**config.mk**
```make
export PLATFORM = sky130hd
export DESIGN_NAME = pcf_front_end
export DESIGN_NICKNAME = d
export VERILOG_FILES = /design/src/pcf_pkg.sv /design/src/pcf_front_end.sv
export SDC_FILE = /design/constraint.sdc
export NUM_CORES = 1
export LEC_CHECK = 0
export BUFFER_PORTS_ARGS = -buffer_cell sky130_fd_sc_hd__buf_2
export CAP_MARGIN = 25
export CELL_PAD_IN_SITES_DETAIL_PLACEMENT = 0
export CELL_PAD_IN_SITES_GLOBAL_PLACEMENT = 1
export CORE_MARGIN = 2
export CORE_UTILIZATION = 55
export CTS_BUF_LIST = sky130_fd_sc_hd__clkbuf_4 sky130_fd_sc_hd__clkbuf_8
export DETAILED_ROUTE_END_ITERATION = 12
export PLACE_DENSITY_LB_ADDON = 0.08
export RECOVER_POWER = 25
export SETUP_SLACK_MARGIN = 0.05
export SYNTH_ARGS = -nofsm -noshare
export SYNTH_HDL_FRONTEND = slang
export SYNTH_SLANG_ARGS = --single-unit
```
**constraint.sdc**
```tcl
create_clock -name clk_i -period 24.2 [get_ports clk_i]
set_clock_uncertainty 0.05 [all_clocks]
set_input_delay 3.63 -clock clk_i [delete_from_list [all_inputs] [get_ports clk_i]]
set_output_delay 3.63 -clock clk_i [all_outputs]
set_load 0.1 [all_outputs]
```
**src/pcf_pkg.sv**
```systemverilog
package pcf_pkg;
	// ****************************************
	// bus map
	// ****************************************
	localparam logic [7:0] ADR_CTRL = 8'h00;
	localparam logic [7:0] ADR_STATUS = 8'h04;
	localparam logic [7:0] ADR_SER_RX = 8'h08;
	localparam logic [7:0] ADR_SER_TX = 8'h0C;
	localparam logic [7:0] ADR_UDP_CMD = 8'h10;
	localparam logic [7:0] ADR_UDP_SRC = 8'h14;
	localparam logic [7:0] ADR_UDP_ID = 8'h18;
	localparam logic [7:0] ADR_REPLY_DONE = 8'h1C;
	localparam logic [31:0] CTRL_RESET = 32'h0000_0000;
	// ctrl fields
	localparam int CTRL_SE_EN = 0;
	localparam int CTRL_SE_ALT = 1;
	localparam int CTRL_RTS_MOD = 2;
	localparam int CTRL_TP_TCP = 3;
	localparam int CTRL_IB_EN = 4;
	localparam int CTRL_DL_EN = 5;
	localparam int CTRL_PRESEL = 6;
	localparam int CTRL_EXIT = 7;
	// ****************************************
	// framing and network constants
	// ****************************************
	localparam logic [7:0] CH_STX = 8'h02;
	localparam logic [7:0] CH_CR = 8'h0D;
	localparam logic [7:0] CH_IDSEP = 8'hA6;
	localparam logic [7:0] ESC_A = 8'h2B;
	localparam logic [7:0] ESC_B = 8'h1B;
	localparam int ESC_LEN = 3;
	localparam logic [15:0] UDP_PORT_A = 16'hFFFF;
	localparam logic [15:0] UDP_PORT_B = 16'h7FFF;
	localparam logic [15:0] TCP_TELNET = 16'h0017;
	localparam int Q_DEPTH = 8;
	localparam int ID_MAX = 4;
	localparam int BAUD_FORCED = 38400;
	// ****************************************
	// timing
	// ****************************************
	localparam int CLK_HZ = 10000000;
	localparam int MODE_HOLD_MS = 100;
	localparam int MODE_HOLD_CYC = (CLK_HZ / 1000) * MODE_HOLD_MS;
	typedef struct packed {
		logic [7:0] cmd;
		logic [31:0] ip;
		logic [15:0] port;
		logic [31:0] id;
		logic [2:0] id_len;
	} pcf_udp_type;
	typedef struct packed {
		logic en_se;
		logic alt_se;
		logic rts_mod;
		logic tp_tcp;
		logic ib_en;
		logic dl_en;
	} pcf_cfg_type;
endpackage

```
**src/pcf_front_end.sv**
```systemverilog
`timescale 1ns/100ps
// Notes on behaviour
// (RULE_01) mode line held low 100 ms, or setup button, enters programming mode.
// (RULE_02) forced entry uses 38400 8-N-1 half duplex regardless of settings.
// (RULE_03) forced entry can never be blocked by any setting.
// (RULE_04) escape entry keeps current baud, forces 8-N-1 half duplex.
// (RULE_05) escape only when soft entry enabled; setting picks one of two sequences.
// (RULE_06) programming mode uses RTS for direction and ignores CTS.
// (RULE_07) RTS idle while awaiting commands, active only while a reply is sent.
// (RULE_08) RTS polarity selectable between board and module variants.
// (RULE_09) full-duplex partner uses TX/RX, ignores RTS, no flow control.
// (RULE_10) serial commands and replies start with STX and end with CR.
// (RULE_11) bytes outside an STX..CR frame are dropped.
// (RULE_12) no routing data passes while serial is in programming mode.
// (RULE_13) network commands run alongside routing without leaving it.
// (RULE_14) UDP ports 65535 and 32767 always accept commands.
// (RULE_15) inband commands only with TCP transport and inband setting 1.
// (RULE_16) command phase only with TCP transport and data-login setting 1.
// (RULE_17) port 23 TCP is programming; only one session logged in. The code only decodes the port and does not limit sessions.
// (RULE_18) one unframed command per datagram; reply goes to source ip and port.
// (RULE_19) up to eight UDP commands queued, executed one at a time.
// (RULE_20) optional id up to four chars after separator 166, echoed in reply.
// (RULE_21) broadcast non-broadcast-capable commands ignored unless preselected.
// (RULE_22) preselected device treats broadcast commands as addressed ones.
// (RULE_23) payload opens with one command code; reply opens with reply code.
// (RULE_24) STX inside an open frame restarts the frame.
// (RULE_25) UDP command arriving with eight queued is dropped silently.
module pcf_front_end (
	// clock and reset
	input wire logic clk_i,
	input wire logic rst_i,
	// wishbone slave
	input wire logic cyc_i,
	input wire logic stb_i,
	input wire logic we_i,
	input wire logic [7:0] adr_i,
	input wire logic [3:0] sel_i,
	input wire logic [31:0] dat_i,
	output logic [31:0] dat_o,
	output logic ack_o,
	// mode entry
	input wire logic mode_select_line_n_i,
	input wire logic setup_button_i,
	// serial receive byte stream
	input wire logic rx_valid_i,
	input wire logic [7:0] rx_byte_i,
	input wire logic cts_i,
	// serial reply transmitter
	input wire logic tx_busy_i,
	output logic rts_o,
	output logic prog_mode_o,
	output logic forced_baud_o,
	output logic route_enable_o,
	// network command datagrams
	input wire logic udp_valid_i,
	input wire logic udp_bcast_i,
	input wire logic udp_bcast_ok_i,
	input wire logic [15:0] udp_dport_i,
	input wire logic [31:0] udp_sip_i,
	input wire logic [15:0] udp_sport_i,
	input wire logic [7:0] udp_byte_i,
	input wire logic udp_last_i,
	// tcp permissions
	input wire logic [15:0] tcp_dport_i,
	output logic inband_ok_o,
	output logic cmd_phase_ok_o,
	output logic telnet_prog_o
);
	import pcf_pkg::*;
	typedef enum logic {FR_IDLE, FR_BODY} pcf_fr_type;
	typedef enum logic [1:0] {DG_CODE, DG_BODY, DG_ID, DG_DROP} pcf_dg_type;
	// ****************************************
	// configuration register
	// ****************************************
	logic [31:0] ctrl_q;
	logic wr, rd;
	assign wr = cyc_i && stb_i && we_i && !ack_o;
	assign rd = cyc_i && stb_i && !we_i && !ack_o;
	logic exit_req;
	assign exit_req = wr && adr_i == ADR_CTRL && sel_i[0] && dat_i[CTRL_EXIT];
	always_ff @(posedge clk_i) begin
		if (rst_i) begin
			ctrl_q <= CTRL_RESET;
		end else if (wr && adr_i == ADR_CTRL) begin
			for (int b = 0; b < 4; b++) begin
				if (sel_i[b]) begin
					ctrl_q[b*8 +: 8] <= dat_i[b*8 +: 8];
				end
			end
			ctrl_q[CTRL_EXIT] <= 1'b0;
		end
	end
	// ****************************************
	// programming mode entry
	// ****************************************
	logic [20:0] hold_q;
	logic prog_q, forced_q, hold_hit;
	logic [1:0] esc_cnt_q;
	logic esc_hit;
	logic [7:0] esc_ch;
	assign esc_ch = ctrl_q[CTRL_SE_ALT] ? ESC_B : ESC_A; // see RULE_05
	assign hold_hit = hold_q == 21'(MODE_HOLD_CYC - 1);
	assign esc_hit = ctrl_q[CTRL_SE_EN] && rx_valid_i && rx_byte_i == esc_ch
		&& esc_cnt_q == 2'(ESC_LEN - 1); // see RULE_05
	always_ff @(posedge clk_i) begin
		if (rst_i || mode_select_line_n_i) begin
			hold_q <= '0;
		end else if (!hold_hit) begin
			hold_q <= hold_q + 21'h1; // see RULE_01
		end
	end
	always_ff @(posedge clk_i) begin
		if (rst_i || prog_q || !ctrl_q[CTRL_SE_EN]) begin
			esc_cnt_q <= '0;
		end else if (rx_valid_i) begin
			esc_cnt_q <= (rx_byte_i == esc_ch) ? esc_cnt_q + 2'h1 : 2'h0;
		end
	end
	always_ff @(posedge clk_i) begin
		if (rst_i) begin
			prog_q <= 1'b0;
			forced_q <= 1'b0;
		end else if ((hold_hit && !mode_select_line_n_i) || setup_button_i) begin
			prog_q <= 1'b1; // see RULE_01 see RULE_03
			forced_q <= 1'b1; // see RULE_02
		end else if (esc_hit && !prog_q) begin
			prog_q <= 1'b1; // see RULE_04
			forced_q <= 1'b0;
		end else if (exit_req) begin
			prog_q <= 1'b0;
			forced_q <= 1'b0;
		end
	end
	assign prog_mode_o = prog_q;
	assign forced_baud_o = forced_q; // see RULE_02
	assign route_enable_o = !prog_q; // see RULE_12 see RULE_13
	// ****************************************
	// rts direction, cts ignored
	// ****************************************
	logic rts_q;
	always_ff @(posedge clk_i) begin
		if (rst_i) begin
			rts_q <= 1'b1;
		end else begin
			rts_q <= (prog_q && tx_busy_i) ^ !ctrl_q[CTRL_RTS_MOD]; // see RULE_06 see RULE_07 see RULE_08
		end
	end
	assign rts_o = rts_q;
	// ****************************************
	// serial framer
	// ****************************************
	pcf_fr_type fr_q;
	logic [7:0] sbuf_q;
	logic sfull_q;
	always_ff @(posedge clk_i) begin
		if (rst_i || !prog_q) begin
			fr_q <= FR_IDLE;
		end else if (rx_valid_i) begin
			unique case (fr_q)
				FR_IDLE: begin
					if (rx_byte_i == CH_STX) begin
						fr_q <= FR_BODY; // see RULE_10 see RULE_11
					end
				end
				FR_BODY: begin
					if (rx_byte_i == CH_CR) begin
						fr_q <= FR_IDLE; // see RULE_10
					end
				end
			endcase
		end
	end
	always_ff @(posedge clk_i) begin
		if (rst_i) begin
			sfull_q <= 1'b0;
			sbuf_q <= 8'h00;
		end else if (prog_q && rx_valid_i && fr_q == FR_BODY && rx_byte_i != CH_CR
			&& rx_byte_i != CH_STX) begin
			sbuf_q <= rx_byte_i; // see RULE_24
			sfull_q <= 1'b1;
		end else if (rd && adr_i == ADR_SER_RX) begin
			sfull_q <= 1'b0;
		end
	end
	// ****************************************
	// udp datagram intake and queue
	// ****************************************
	pcf_dg_type dg_q;
	pcf_udp_type cur_q;
	pcf_udp_type q_mem [Q_DEPTH];
	logic [3:0] cnt_q;
	logic [2:0] wp_q, rp_q;
	logic port_ok, bc_ok, push, pop;
	assign port_ok = udp_dport_i == UDP_PORT_A || udp_dport_i == UDP_PORT_B; // see RULE_14
	assign bc_ok = !udp_bcast_i || udp_bcast_ok_i || ctrl_q[CTRL_PRESEL]; // see RULE_21 see RULE_22
	assign push = udp_valid_i && udp_last_i && dg_q != DG_DROP && cnt_q != 4'(Q_DEPTH); // see RULE_25
	assign pop = wr && adr_i == ADR_REPLY_DONE && cnt_q != 4'h0; // see RULE_19
	always_ff @(posedge clk_i) begin
		if (rst_i) begin
			dg_q <= DG_CODE;
			cur_q <= '0;
		end else if (udp_valid_i) begin
			if (udp_last_i) begin
				dg_q <= DG_CODE; // see RULE_18
			end else begin
				unique case (dg_q)
					DG_CODE: begin
						dg_q <= (port_ok && bc_ok) ? DG_BODY : DG_DROP;
						cur_q.cmd <= udp_byte_i; // see RULE_23
						cur_q.ip <= udp_sip_i; // see RULE_18
						cur_q.port <= udp_sport_i;
						cur_q.id <= '0;
						cur_q.id_len <= '0;
					end
					DG_BODY: begin
						if (udp_byte_i == CH_IDSEP) begin
							dg_q <= DG_ID; // see RULE_20
						end
					end
					DG_ID: begin
						if (cur_q.id_len != 3'(ID_MAX)) begin
							cur_q.id <= {cur_q.id[23:0], udp_byte_i}; // see RULE_20
							cur_q.id_len <= cur_q.id_len + 3'h1;
						end
					end
					DG_DROP: begin
					end
				endcase
			end
		end
	end
	// a datagram of one byte is checked on its only byte
	pcf_udp_type fin;
	always_comb begin
		fin = cur_q;
		if (dg_q == DG_CODE) begin
			fin.cmd = udp_byte_i;
			fin.ip = udp_sip_i;
			fin.port = udp_sport_i;
			fin.id = '0;
			fin.id_len = '0;
		end else if (dg_q == DG_ID && cur_q.id_len != 3'(ID_MAX)) begin
			fin.id = {cur_q.id[23:0], udp_byte_i};
			fin.id_len = cur_q.id_len + 3'h1;
		end
	end
	logic push_ok;
	assign push_ok = push && (dg_q != DG_CODE || (port_ok && bc_ok));
	always_ff @(posedge clk_i) begin
		if (push_ok) begin
			q_mem[wp_q] <= fin;
		end
	end
	always_ff @(posedge clk_i) begin
		if (rst_i) begin
			wp_q <= '0;
			rp_q <= '0;
			cnt_q <= '0;
		end else begin
			wp_q <= wp_q + 3'(push_ok);
			rp_q <= rp_q + 3'(pop);
			cnt_q <= cnt_q + 4'(push_ok) - 4'(pop); // see RULE_19
		end
	end
	// ****************************************
	// tcp programming permissions
	// ****************************************
	assign inband_ok_o = ctrl_q[CTRL_TP_TCP] && ctrl_q[CTRL_IB_EN]; // see RULE_15
	assign cmd_phase_ok_o = ctrl_q[CTRL_TP_TCP] && ctrl_q[CTRL_DL_EN]; // see RULE_16
	assign telnet_prog_o = tcp_dport_i == TCP_TELNET; // see RULE_17
	// ****************************************
	// bus read and ack
	// ****************************************
	pcf_udp_type head;
	assign head = q_mem[rp_q];
	always_ff @(posedge clk_i) begin
		if (rst_i) begin
			ack_o <= 1'b0;
			dat_o <= '0;
		end else begin
			ack_o <= cyc_i && stb_i && !ack_o;
			dat_o <= '0;
			if (rd) begin
				unique case (adr_i)
					ADR_CTRL: dat_o <= ctrl_q;
					ADR_STATUS: dat_o <= {22'h0, cnt_q, fr_q == FR_BODY, sfull_q, cts_i & 1'b0,
						rts_q, forced_q, prog_q};
					ADR_SER_RX: dat_o <= {23'h0, sfull_q, sbuf_q};
					ADR_UDP_CMD: dat_o <= {20'h0, head.id_len, cnt_q != 4'h0, head.cmd};
					ADR_UDP_SRC: dat_o <= head.ip;
					ADR_UDP_ID: dat_o <= head.id;
					ADR_REPLY_DONE: dat_o <= {16'h0, head.port};
					default: dat_o <= '0;
				endcase
			end
		end
	end
endmodule

```
==> results of run 1 <==
-- logic make-up (layout without fill, tap and decap cells) --
logic type / after synthesis / count (layout) / share of synthesized area
flops: 931 / 931 / 0.705
simple gates: 533 / 533 / 0.0676
mux: 326 / 326 / 0.153
compound gates: 298 / 298 / 0.0464
buf+inv: 155 / 529 / 0.0183
xor+xnor: 22 / 22 / 0.00524
fa+ha+maj: 15 / 15 / 0.00530
other cells: 0 / 6 / 0
-- sequential cells by signal, indices dropped and copies added, names as in the netlist, 2 cells and up --
signal	cells
sbuf_q	8
esc_cnt_q	2
cur_q	91
dat_o	32
q_mem	728
hold_q	21
rp_q	3
wp_q	3
cnt_q	4
dg_q	2
ctrl_q	31
-- metal layers --
layer / up-vias / routed length [um]
li1: 9383 / -
met1: 10920 / 37700
met2: 840 / 40700
met3: 120 / 7230
met4: 2 / 1690
met5: - / 13
-- cells in the mapped netlist, types with 5 or more instances --
cell / n / area (um2)
nand4_1: 13 / 81.3
mux2i_1: 85 / 851
nand3_1: 77 / 385
a211oi_1: 8 / 60.1
edfxtp_1: 728 / 21900
nor4_1: 9 / 56.3
buf_2: 32 / 160
inv_1: 16 / 60.1
xnor2_1: 10 / 87.6
o21ai_0: 14 / 70.1
xor2_1: 12 / 105
mux2_2: 59 / 664
dfxtp_1: 203 / 4060
o22ai_1: 27 / 169
and3_1: 9 / 56.3
nor3_1: 8 / 40.0
nor2_1: 83 / 312
ha_1: 14 / 175
or3_1: 6 / 37.5
a22oi_1: 10 / 75.1
a31oi_1: 8 / 50.1
mux4_2: 182 / 4100
buf_1: 18 / 67.6
buf_4: 9 / 67.6
clkbuf_1: 77 / 289
nand2_1: 274 / 1030
nor2b_1: 6 / 37.5
a21oi_1: 200 / 1000
and2_1: 5 / 31.3
-- critical path: cells and delay by family --
kind / cells / cell delay [ns]
buf+inv: 2 / 0.53
simple gates: 3 / 0.47
-- worst paths after layout --
check                                end  slack, ns  cells after the start
setup / recovery           telnet_prog_o      15.89                      5
hold / removal    cur_q[82]$_SDFFE_PP0P_       0.40                      2
setup reg to reg  q_mem[0][32]$_DFFE_PP_      17.26                      3
hold reg to reg   cur_q[82]$_SDFFE_PP0P_       0.40                      2
-- placed cells by master, fill, tap and decap left out, types with 9 or more instances in the layout --
| master | n |
|---|---|
| a21oi_1 | 199 |
| a22oi_1 | 10 |
| buf_2 | 185 |
| buf_4 | 34 |
| clkbuf_4 | 68 |
| clkbuf_8 | 176 |
| clkinv_1 | 21 |
| dfxtp_1 | 200 |
| edfxtp_1 | 728 |
| ha_1 | 14 |
| inv_1 | 16 |
| mux2_1 | 30 |
| mux2_2 | 29 |
| mux2i_1 | 85 |
| mux4_2 | 182 |
| nand2_1 | 273 |
| nand3_1 | 77 |
| nand4_1 | 13 |
| nor2_1 | 81 |
| nor4_1 | 9 |
| o21ai_0 | 14 |
| o22ai_1 | 27 |
| xnor2_1 | 10 |
| xor2_1 | 12 |
-- per-stage QoR --
stage	utilization	power, uW
after global placement	0.585	1890
after detailed placement	0.585	1900
after global routing	0.633	3360
final	0.633	3250
after floorplan	-	1850
after CTS	0.633	3280
-- power by group through the flow --
stage | clock network (uW) | logic [uW] | registers (uW)
floorplan | 0 | 67.7 | 1780
global placement | 0 | 112 | 1780
detailed placement | 0 | 117 | 1780
CTS | 1420 | 117 | 1750
global route | 1490 | 126 | 1750
finish | 1390 | 116 | 1750
-- cell type report --
class / count / share of cell area
Multi-Input combinational cell: 1194 / 0.245
Sequential cell: 931 / 0.621
Timing Repair Buffer: 230 / 0.0302
Inverter: 16 / 0.00144
Clock buffer: 244 / 0.0702
Tap cell: 864 / 0.0259
Antenna cell: 6 / 0.000359
Clock inverter: 39 / 0.00599
==> metrics.md, run 1 <==
| Metric | Value |
|---|---|
| Outcome | `finished with violations` |
| Failing checks | `max-capacitance violations, max-slew violations` |
| CTS Sinks | `931` |
| Post-cts sizing count | `0` |
| Starting density of the core | `0.558` |
| Reg area | `25900 um2` |
| GRT Total Usage | `0.256` |
| H-tree depth | `4` |
| Final instance area | `between 40000 and 50000 um2` |
| Final Worst Setup Slack | `15.89 ns` |
| Post-route DRC | `0` |
| Max cap viols | `4` |
| Post-synth top flop | `edfxtp_1` |
| Worst-Skew Late Latency | `0.80 ns` |
| I/O Buffers | `around 190` |
| Crit. End Element | `primary output` |
| Reg clk slew, reported paths | `0.06 ns` |
| DIE AREA | `69000 um2` |
| Root buf cell | `clkbuf_8` |
| Slowest CP cell | `buf_2` |
| Setup-failing EPs final | `0` |
| Critical-path maximum fanout | `1` |
| Syn nets | `approximately 2400` |
| Core region area | `66000 um2` |
| Clock Power Share | `0.427` |
| Worst vdd ir | `56.9 uV` |
| Postcts setup bufs | `0` |
| Crit path arrival time | `between 4 and 5 ns` |
| Cells after Synth | `around 2300` |
| Vias in the first global route | `about 21000` |
| Via density | `6.03` |
| Critical Path Start Type | `primary input` |
| Post-DP Area | `between 30000 and 40000 um2` |
| Initial drt markers | `1763` |
| Initial antenna violation count | `8` |
| Hold Buf Count CTS | `0` |
| RR Startpoint | `dg_q[0]$_SDFFE_PP0P_` |
| Mapped cell area | `approximately 37000 um2` |
| Slowest Stage Delay on Critical Path | `between 0.4 and 0.5 ns` |
| Drt first pass iters | `7` |
| Met3 usage | `0.0642` |
| GP Congestion | `0.809` |
| DPL Wire Length | `approximately 50000 um` |
| Hold WC Path Type | `reg2reg` |
| Seq pwr share | `0.537` |
| Pleak | `~0.013 uW` |
| Met2 Resource Use GR | `0.396` |
| Average size of a mapped cell | `16.1 um2` |
| First-pass GRT wire length | `about 130000 um` |
| Die height | `~260 um` |
| Synth cell types | `67` |
| Slew Limit Fails | `164` |
| Critical-path cell list | `buf_2, nor4bb_1, nand4_1, nor2_1, buf_2` |
| Req. time, crit path | `20.52 ns` |
| RSZ-0062 raised after global routing | `false` |
| F_max | `about 0.12 GHz` |
| Met1 usage | `0.366` |
| Antenna viol nets, final | `0` |
| Layout cells sized above 1 | `0.273` |
| #FFs+latches synth | `around 930` |
| Setup TNS | `0 ns` |
| Worst rel slew slack | `-1.75` |
| Die width | `between 200 and 300 um` |
| Net count, final | `roughly 2700` |
| Area Overhead vs Synth | `13.6%` |
| Multi-input gate area | `between 10000 and 15000 um2` |
| Dpl ws | `approximately 16 ns` |
| Fill cell count | `roughly 4800` |
| CP most frequent cell | `buf_2` |
| Vias | `between 20000 and 25000` |
| Internal Power | `approximately 2600 uW` |
| # rows | `94` |
| Average wire per standard cell | `around 25 um` |
| Ys async rst share | `0` |
| Worst Setup SP | `tcp_dport_i[5]` |
| Sw frac | `0.213` |
| Num CTS Buffers | `153` |
| Fin crit period | `approximately 8.3 ns` |
| I/O pin cnt | `between 150 and 200` |
| Total gr overflow | `0` |
| Worst-Margin Slew | `4.12 ns` |
| Share of the yosys chip area belonging to registers | `0.705` |
| Setup Crit Path Kind | `in2out` |
| Final wirelength | `roughly 87000 um` |
| DP Cell Count | `about 3200` |
| Layout Cells excl Fill | `~3500` |
| Synth warn | `0` |
| Pwr/cell area | `between 70 and 80 nW/um2` |
| P_sw | `just under 700 uW` |
| Launch point of the worst hold path | `cur_q[82]$_SDFFE_PP0P_` |
| Gr busiest metal | `met2` |
| CTS Buffer Depth | `3` |
| CTS tree | `done` |
| Final hold vios | `0` |
| EDFF count, synth | `728` |
| Largest net degree at the start of global routing | `89` |
| Period utilisation layout | `0.343` |
| Comb pwr share | `0.036` |
| Hold WS | `between 0.3 and 0.4 ns` |
Note: power is estimated with default switching activity, not from simulation.
==> run 2: changes to the inputs <==
Settings changed: CORE_UTILIZATION 55 to 49.
Clock period 24.2 ns to 7.3 ns, I/O delays scaled along.
==> run 2 against run 1 <==
  * The flow still finishes with violations (max-capacitance violations, max-slew violations)
  * Critical path type is now reg2reg
  * Highest routed layer unchanged
  * Final cell count is 3.4% higher
  * Wire length is 5.0% higher
  * Largest cell class unchanged
  * Largest power group unchanged
  * First-iteration DRC count is 10% higher
  * Combinational power grew to 3.4 times the previous value
==> metrics.md, run 2 (synthesis results as in run 1) <==
| Metric | Value |
|---|---|
| Outcome | `finished with violations` |
| Failing checks | `max-capacitance violations, max-slew violations` |
| I/O pin cnt | `194` |
| R2r worst-path depth | `6` |
| Via density | `a little under 6` |
| F_max | `0.191 GHz` |
| Max cap viols | `5` |
| DP Cell Count | `roughly 3300` |
| DIE AREA | `77300 um2` |
| RR Startpoint | `rp_q[1]$_SDFF_PP0_` |
| Die width | `between 200 and 300 um` |
| Met1 usage | `0.352` |
| Gr busiest metal | `met2` |
| Critical Path Start Type | `flip-flop` |
| Worst-Skew Late Latency | `between 0.8 and 0.9 ns` |
| CTS Sinks | `between 900 and 1000` |
| Hold WC Path Type | `reg2reg` |
| Vias | `between 20000 and 25000` |
| Area Overhead vs Synth | `14.4%` |
| # rows | `100` |
| Setup-failing EPs final | `0` |
| Drt first pass iters | `6` |
| Slew Limit Fails | `between 200 and 300` |
| Largest net degree at the start of global routing | `83` |
| Initial drt markers | `just under 2000` |
| GP Congestion | `around 0.81` |
| Met3 usage | `0.0503` |
| Post-DP Area | `a little under 40000 um2` |
| Die height | `between 200 and 300 um` |
| Post-route DRC | `0` |
| Commonest non-fill, non-tap cell in the layout | `edfxtp_1` |
| Root buf cell | `clkbuf_8` |
| Total gr overflow | `0` |
| Setup Crit Path Kind | `reg2reg` |
| Crit. End Element | `flip-flop` |
| Worst vdd ir | `143 uV` |
| Commonest cells after routing, fill and taps aside | `edfxtp_1, nand2_1, dfxtp_1` |
| Critical-path maximum fanout | `56` |
| I/O Buffers | `191` |
| Fill cell count | `5970` |
| H-tree depth | `4` |
| Net count, final | `around 2700` |
| Num CTS Buffers | `156` |
| Worst-Margin Slew | `roughly 4.3 ns` |
| DPL Wire Length | `between 50000 and 60000 um` |
| Worst R2R End | `dat_o[31]$_SDFF_PP0_` |
| Starting density of the core | `0.494` |
| Vias in the first global route | `between 20000 and 25000` |
| RSZ-0062 raised after global routing | `false` |
| Final instance area | `42100 um2` |
| Initial antenna violation count | `9` |
| First-pass GRT wire length | `about 140000 um` |
| Req. time, crit path | `7.95 ns` |
| Final wirelength | `91700 um` |
| Layout cells sized above 1 | `0.272` |
| Biggest regs | `q_mem: 728 flops, cur_q: 91 flops, dat_o: 32 flops` |
| Worst rel slew slack | `-1.88` |
| Antenna viol nets, final | `0` |
| Core region area | `between 70000 and 80000 um2` |
| Launch point of the worst hold path | `cur_q[87]$_SDFFE_PP0P_` |
| Post-cts sizing count | `0` |
| WHS Endpoint | `cur_q[87]$_SDFFE_PP0P_` |
| WHS Path Cells | `2` |
| Pleak | `0.0134 uW` |
| Layout Cells excl Fill | `approximately 3600` |
| GRT Total Usage | `0.239` |
| Final hold vios | `0` |
| Pwr/cell area | `about 260 nW/um2` |
| Fin crit period | `around 5.2 ns` |
| Reg2Reg Setup Slack | `slightly above 2 ns` |
| Register with the most flip-flops | `q_mem` |
| Average wire per standard cell | `approximately 25 um` |
| Postcts setup bufs | `0` |
| Reg clk slew, reported paths | `0.06 ns` |
| CTS Buffer Depth | `3` |
| Largest register FFs | `between 700 and 800` |
| Crit path arrival time | `around 5.9 ns` |
| Hold Buf Count CTS | `0` |
| Met2 Resource Use GR | `0.358` |
| CTS tree | `done` |
| Period utilisation layout | `0.716` |
| Setup TNS | `0 ns` |
## run 2: layout make-up
| cell class | count | area [um2] | area share |
|---|---|---|---|
| well taps | 969 | 1210 | 0.0288 |
| repair buffers | 234 | 1260 | 0.0300 |
| multi-input cells | 1194 | 10200 | 0.243 |
| inverters | 16 | 60.1 | 0.00143 |
| diodes | 8 | 20.0 | 0.000476 |
| flip-flops and latches | 931 | 25900 | 0.616 |
| clock buffers | 250 | 3020 | 0.0717 |
| clock inverters | 43 | 340 | 0.00809 |
## run 2: worst max-delay path: stages, from the launching register on
cell and delay (ns):
dfxtp_4 0.76, clkbuf_1 2.79, mux4_2 0.68, mux2i_1 0.18
o22ai_1 0.45, a21oi_1 0.08, nor2_1 0.10
## run 2: layer usage
layer	wire (um)	vias up
li1	-	9424
met1	41600	10892
met2	41700	688
met3	6550	146
met4	1890	2
met5	20	-
## run 2: worst max path at each step
stage               slack [ns]               start  cells past startpoint                      to
floorplan                 1.58     udp_dport_i[11]                      5   q_mem[2][0]$_DFFE_PP_
global placement          2.75     udp_dport_i[11]                      7  q_mem[4][79]$_DFFE_PP_
detailed placement        2.74     udp_dport_i[11]                      7  q_mem[4][79]$_DFFE_PP_
CTS                       3.59     udp_dport_i[11]                      7  q_mem[4][87]$_DFFE_PP_
global route              1.75  rp_q[1]$_SDFF_PP0_                      6    dat_o[31]$_SDFF_PP0_
finish                    2.08  rp_q[1]$_SDFF_PP0_                      6    dat_o[31]$_SDFF_PP0_
## run 2: power breakdown
group / leakage, uW / switching [uW] / internal (uW)
clock network: 0.00179 / 2100 / 2720
registers: 0.00826 / 17.6 / 5780
logic: 0.00334 / 274 / 117
## run 2: metrics by stage
stage / hold slack [ns] / utilization / total power [uW] / setup slack [ns]
2_1_floorplan: 0.382 / - / 6130 / 1.58
4_1_cts: 0.401 / 0.566 / 11100 / 3.59
3_5_place_dp: 0.393 / 0.521 / 6300 / 2.74
3_3_place_gp: 0.388 / 0.521 / 6290 / 2.75
5_1_grt: 0.416 / 0.565 / 11400 / 1.75
6_report: 0.398 / 0.565 / 11000 / 2.08
==> run 3: changes to the inputs <==
Settings changed: CORE_UTILIZATION 49 to 54.
Clock period 7.3 ns to 5.2 ns, I/O delays scaled along.
==> run 3 against run 2 <==
  * The flow still finishes with violations (max-capacitance violations, max-slew violations)
  * Register-to-register slack worse by 0.92 ns
  * Count of clock-buffer cells in the layout down 17
  * Flip-flop and latch count unchanged
  * Combinational power up 40%
  * Die area down 9.1%
  * Wire length down 3.4%
  * Setup slack worse by 0.92 ns
  * Critical path type unchanged
  * Largest cell class unchanged
==> metrics.md, run 3 (synthesis results as in run 1) <==
| Metric | Value |
|---|---|
| Hold Buf Count CTS | `0` |
| Vias in the first global route | `between 20000 and 25000` |
| WHS Path Cells | `3` |
| CP top delay family | `buffers and inverters` |
| Worst-Skew Late Latency | `0.80 ns` |
| Setup-failing EPs final | `0` |
| Via density | `around 6.0` |
| Slowest Stage Delay on Critical Path | `about 2.6 ns` |
| Post-cts sizing count | `0` |
| Register with the most flip-flops | `q_mem` |
| CP Depth | `4` |
| Final Worst Setup Slack | `around 1.2 ns` |
| Largest register FFs | `around 730` |
| Met2 Resource Use GR | `0.393` |
| WP buf/inv | `1` |
| Largest net degree at the start of global routing | `88` |
| CTS tree | `done` |
| Pwr/cell area | `between 300 and 400 nW/um2` |
| Final wirelength | `roughly 89000 um` |
| Vias | `about 21000` |
| Commonest non-fill, non-tap cell in the layout | `edfxtp_1` |
| Setup TNS | `0 ns` |
| Die height | `approximately 270 um` |
| I/O pin cnt | `roughly 190` |
| Postcts setup bufs | `0` |
| Initial antenna violation count | `5` |
| Initial drt markers | `approximately 1800` |
| Req. time, crit path | `slightly below 6 ns` |
| Die width | `265 um` |
| Pleak | `approximately 0.013 uW` |
| Met3 usage | `0.0766` |
| Final instance area | `between 40000 and 50000 um2` |
| Critical-path maximum fanout | `56` |
| R2r worst-path depth | `4` |
| Slew Limit Fails | `~170` |
| Area Overhead vs Synth | `14.1%` |
| Fin crit period | `roughly 4.0 ns` |
| Max cap viols | `5` |
| GRT Total Usage | `0.257` |
| Power, Total | `about 15000 uW` |
| Total gr overflow | `0` |
| Dpl ws | `around 1.4 ns` |
| Post-layout util | `0.624` |
| Worst-Margin Slew | `approximately 3.7 ns` |
| Critical-path cell list | `or3_2, clkbuf_1, nand2_1, a21oi_1` |
| First-pass GRT wire length | `between 100000 and 150000 um` |
| Failing checks | `max-capacitance violations, max-slew violations` |
| Hold WC Path Type | `in2reg` |
| F_max | `around 0.25 GHz` |
| I/O Buffers | `191` |
| DIE AREA | `70200 um2` |
| Critical Path Start Type | `flip-flop` |
| Post-route DRC | `0` |
| CTS Buffer Depth | `3` |
| Worst rel slew slack | `-1.49` |
| H-tree depth | `4` |
| Root buf cell | `clkbuf_8` |
| Worst vdd ir | `257 uV` |
| Core region area | `~67000 um2` |
| Drt first pass iters | `7` |
| Final hold vios | `0` |
| Num CTS Buffers | `151` |
| # rows | `95` |
| Setup Crit Path Kind | `reg2reg` |
| Layout cells sized above 1 | `0.271` |
| Net count, final | `approximately 2700` |
| RSZ-0062 raised after global routing | `false` |
| GP Congestion | `a little over 0.8` |
| Biggest regs | `q_mem: 728 flops, cur_q: 91 flops, dat_o: 32 flops` |
| Gr busiest metal | `met2` |
| Outcome | `finished with violations` |
| Commonest cells after routing, fill and taps aside | `edfxtp_1, nand2_1, dfxtp_1` |
| Met1 usage | `0.364` |
| Crit. End Element | `flip-flop` |
| Slowest CP cell | `clkbuf_1` |
| Average wire per standard cell | `roughly 25 um` |
| DPL Wire Length | `roughly 53000 um` |
| Period utilisation layout | `0.778` |
| Starting density of the core | `0.547` |
| Crit path arrival time | `~4.7 ns` |
| CTS Sinks | `between 900 and 1000` |
| Post-DP Area | `between 30000 and 40000 um2` |
| Reg clk slew, reported paths | `~0.06 ns` |
| Antenna viol nets, final | `0` |
## run 3: tightest hold or removal path, delay by kind of cell
kind                   cells  cell delay [ns]
AOI/OAI and AO/OA          1             0.05
and+or+nand+nor            1             0.05
buffers and inverters      1             0.10
## run 3: layout make-up
cell class,count,area (um2)
flip-flops and latches,931,25900
multi-input cells,1194,10200
inverters,16,60.1
clock inverters,45,363
repair buffers,250,1530
diodes,1,2.50
clock buffers,233,2780
well taps,873,1090
fillers,5021,25300
## run 3: worst paths after layout
check | endpoint | start | slack (ns)
max | cur_q[87]$_SDFFE_PP0P_ | dg_q[0]$_SDFFE_PP0P_ | 1.16
min | cur_q[59]$_SDFFE_PP0P_ | udp_sip_i[8] | 0.17
max reg2reg | cur_q[87]$_SDFFE_PP0P_ | dg_q[0]$_SDFFE_PP0P_ | 1.16
min reg2reg | cur_q[77]$_SDFFE_PP0P_ | cur_q[77]$_SDFFE_PP0P_ | 0.40
## run 3: where the power goes
group          switching (uW)  internal [uW]  leakage, uW
combinational             378            169      0.00344
sequential               25.4           8110      0.00826
clock                    2830           3620      0.00168
total                    3240          11900       0.0134
## run 3: routing by layer
| metal | vias up | part of all wire |
|---|---|---|
| met5 | - | 0.00029 |
| met4 | 4 | 0.017 |
| met3 | 111 | 0.086 |
| met2 | 766 | 0.46 |
| met1 | 10883 | 0.43 |
| li1 | 9424 | - |
## run 3: per-stage QoR
step	hold slack (ns)	cells
detailed placement	0.394	3261
finish	0.171	3543
CTS	0.105	3539
floorplan	0.382	2280
global route	0.131	3543
global placement	0.389	3260
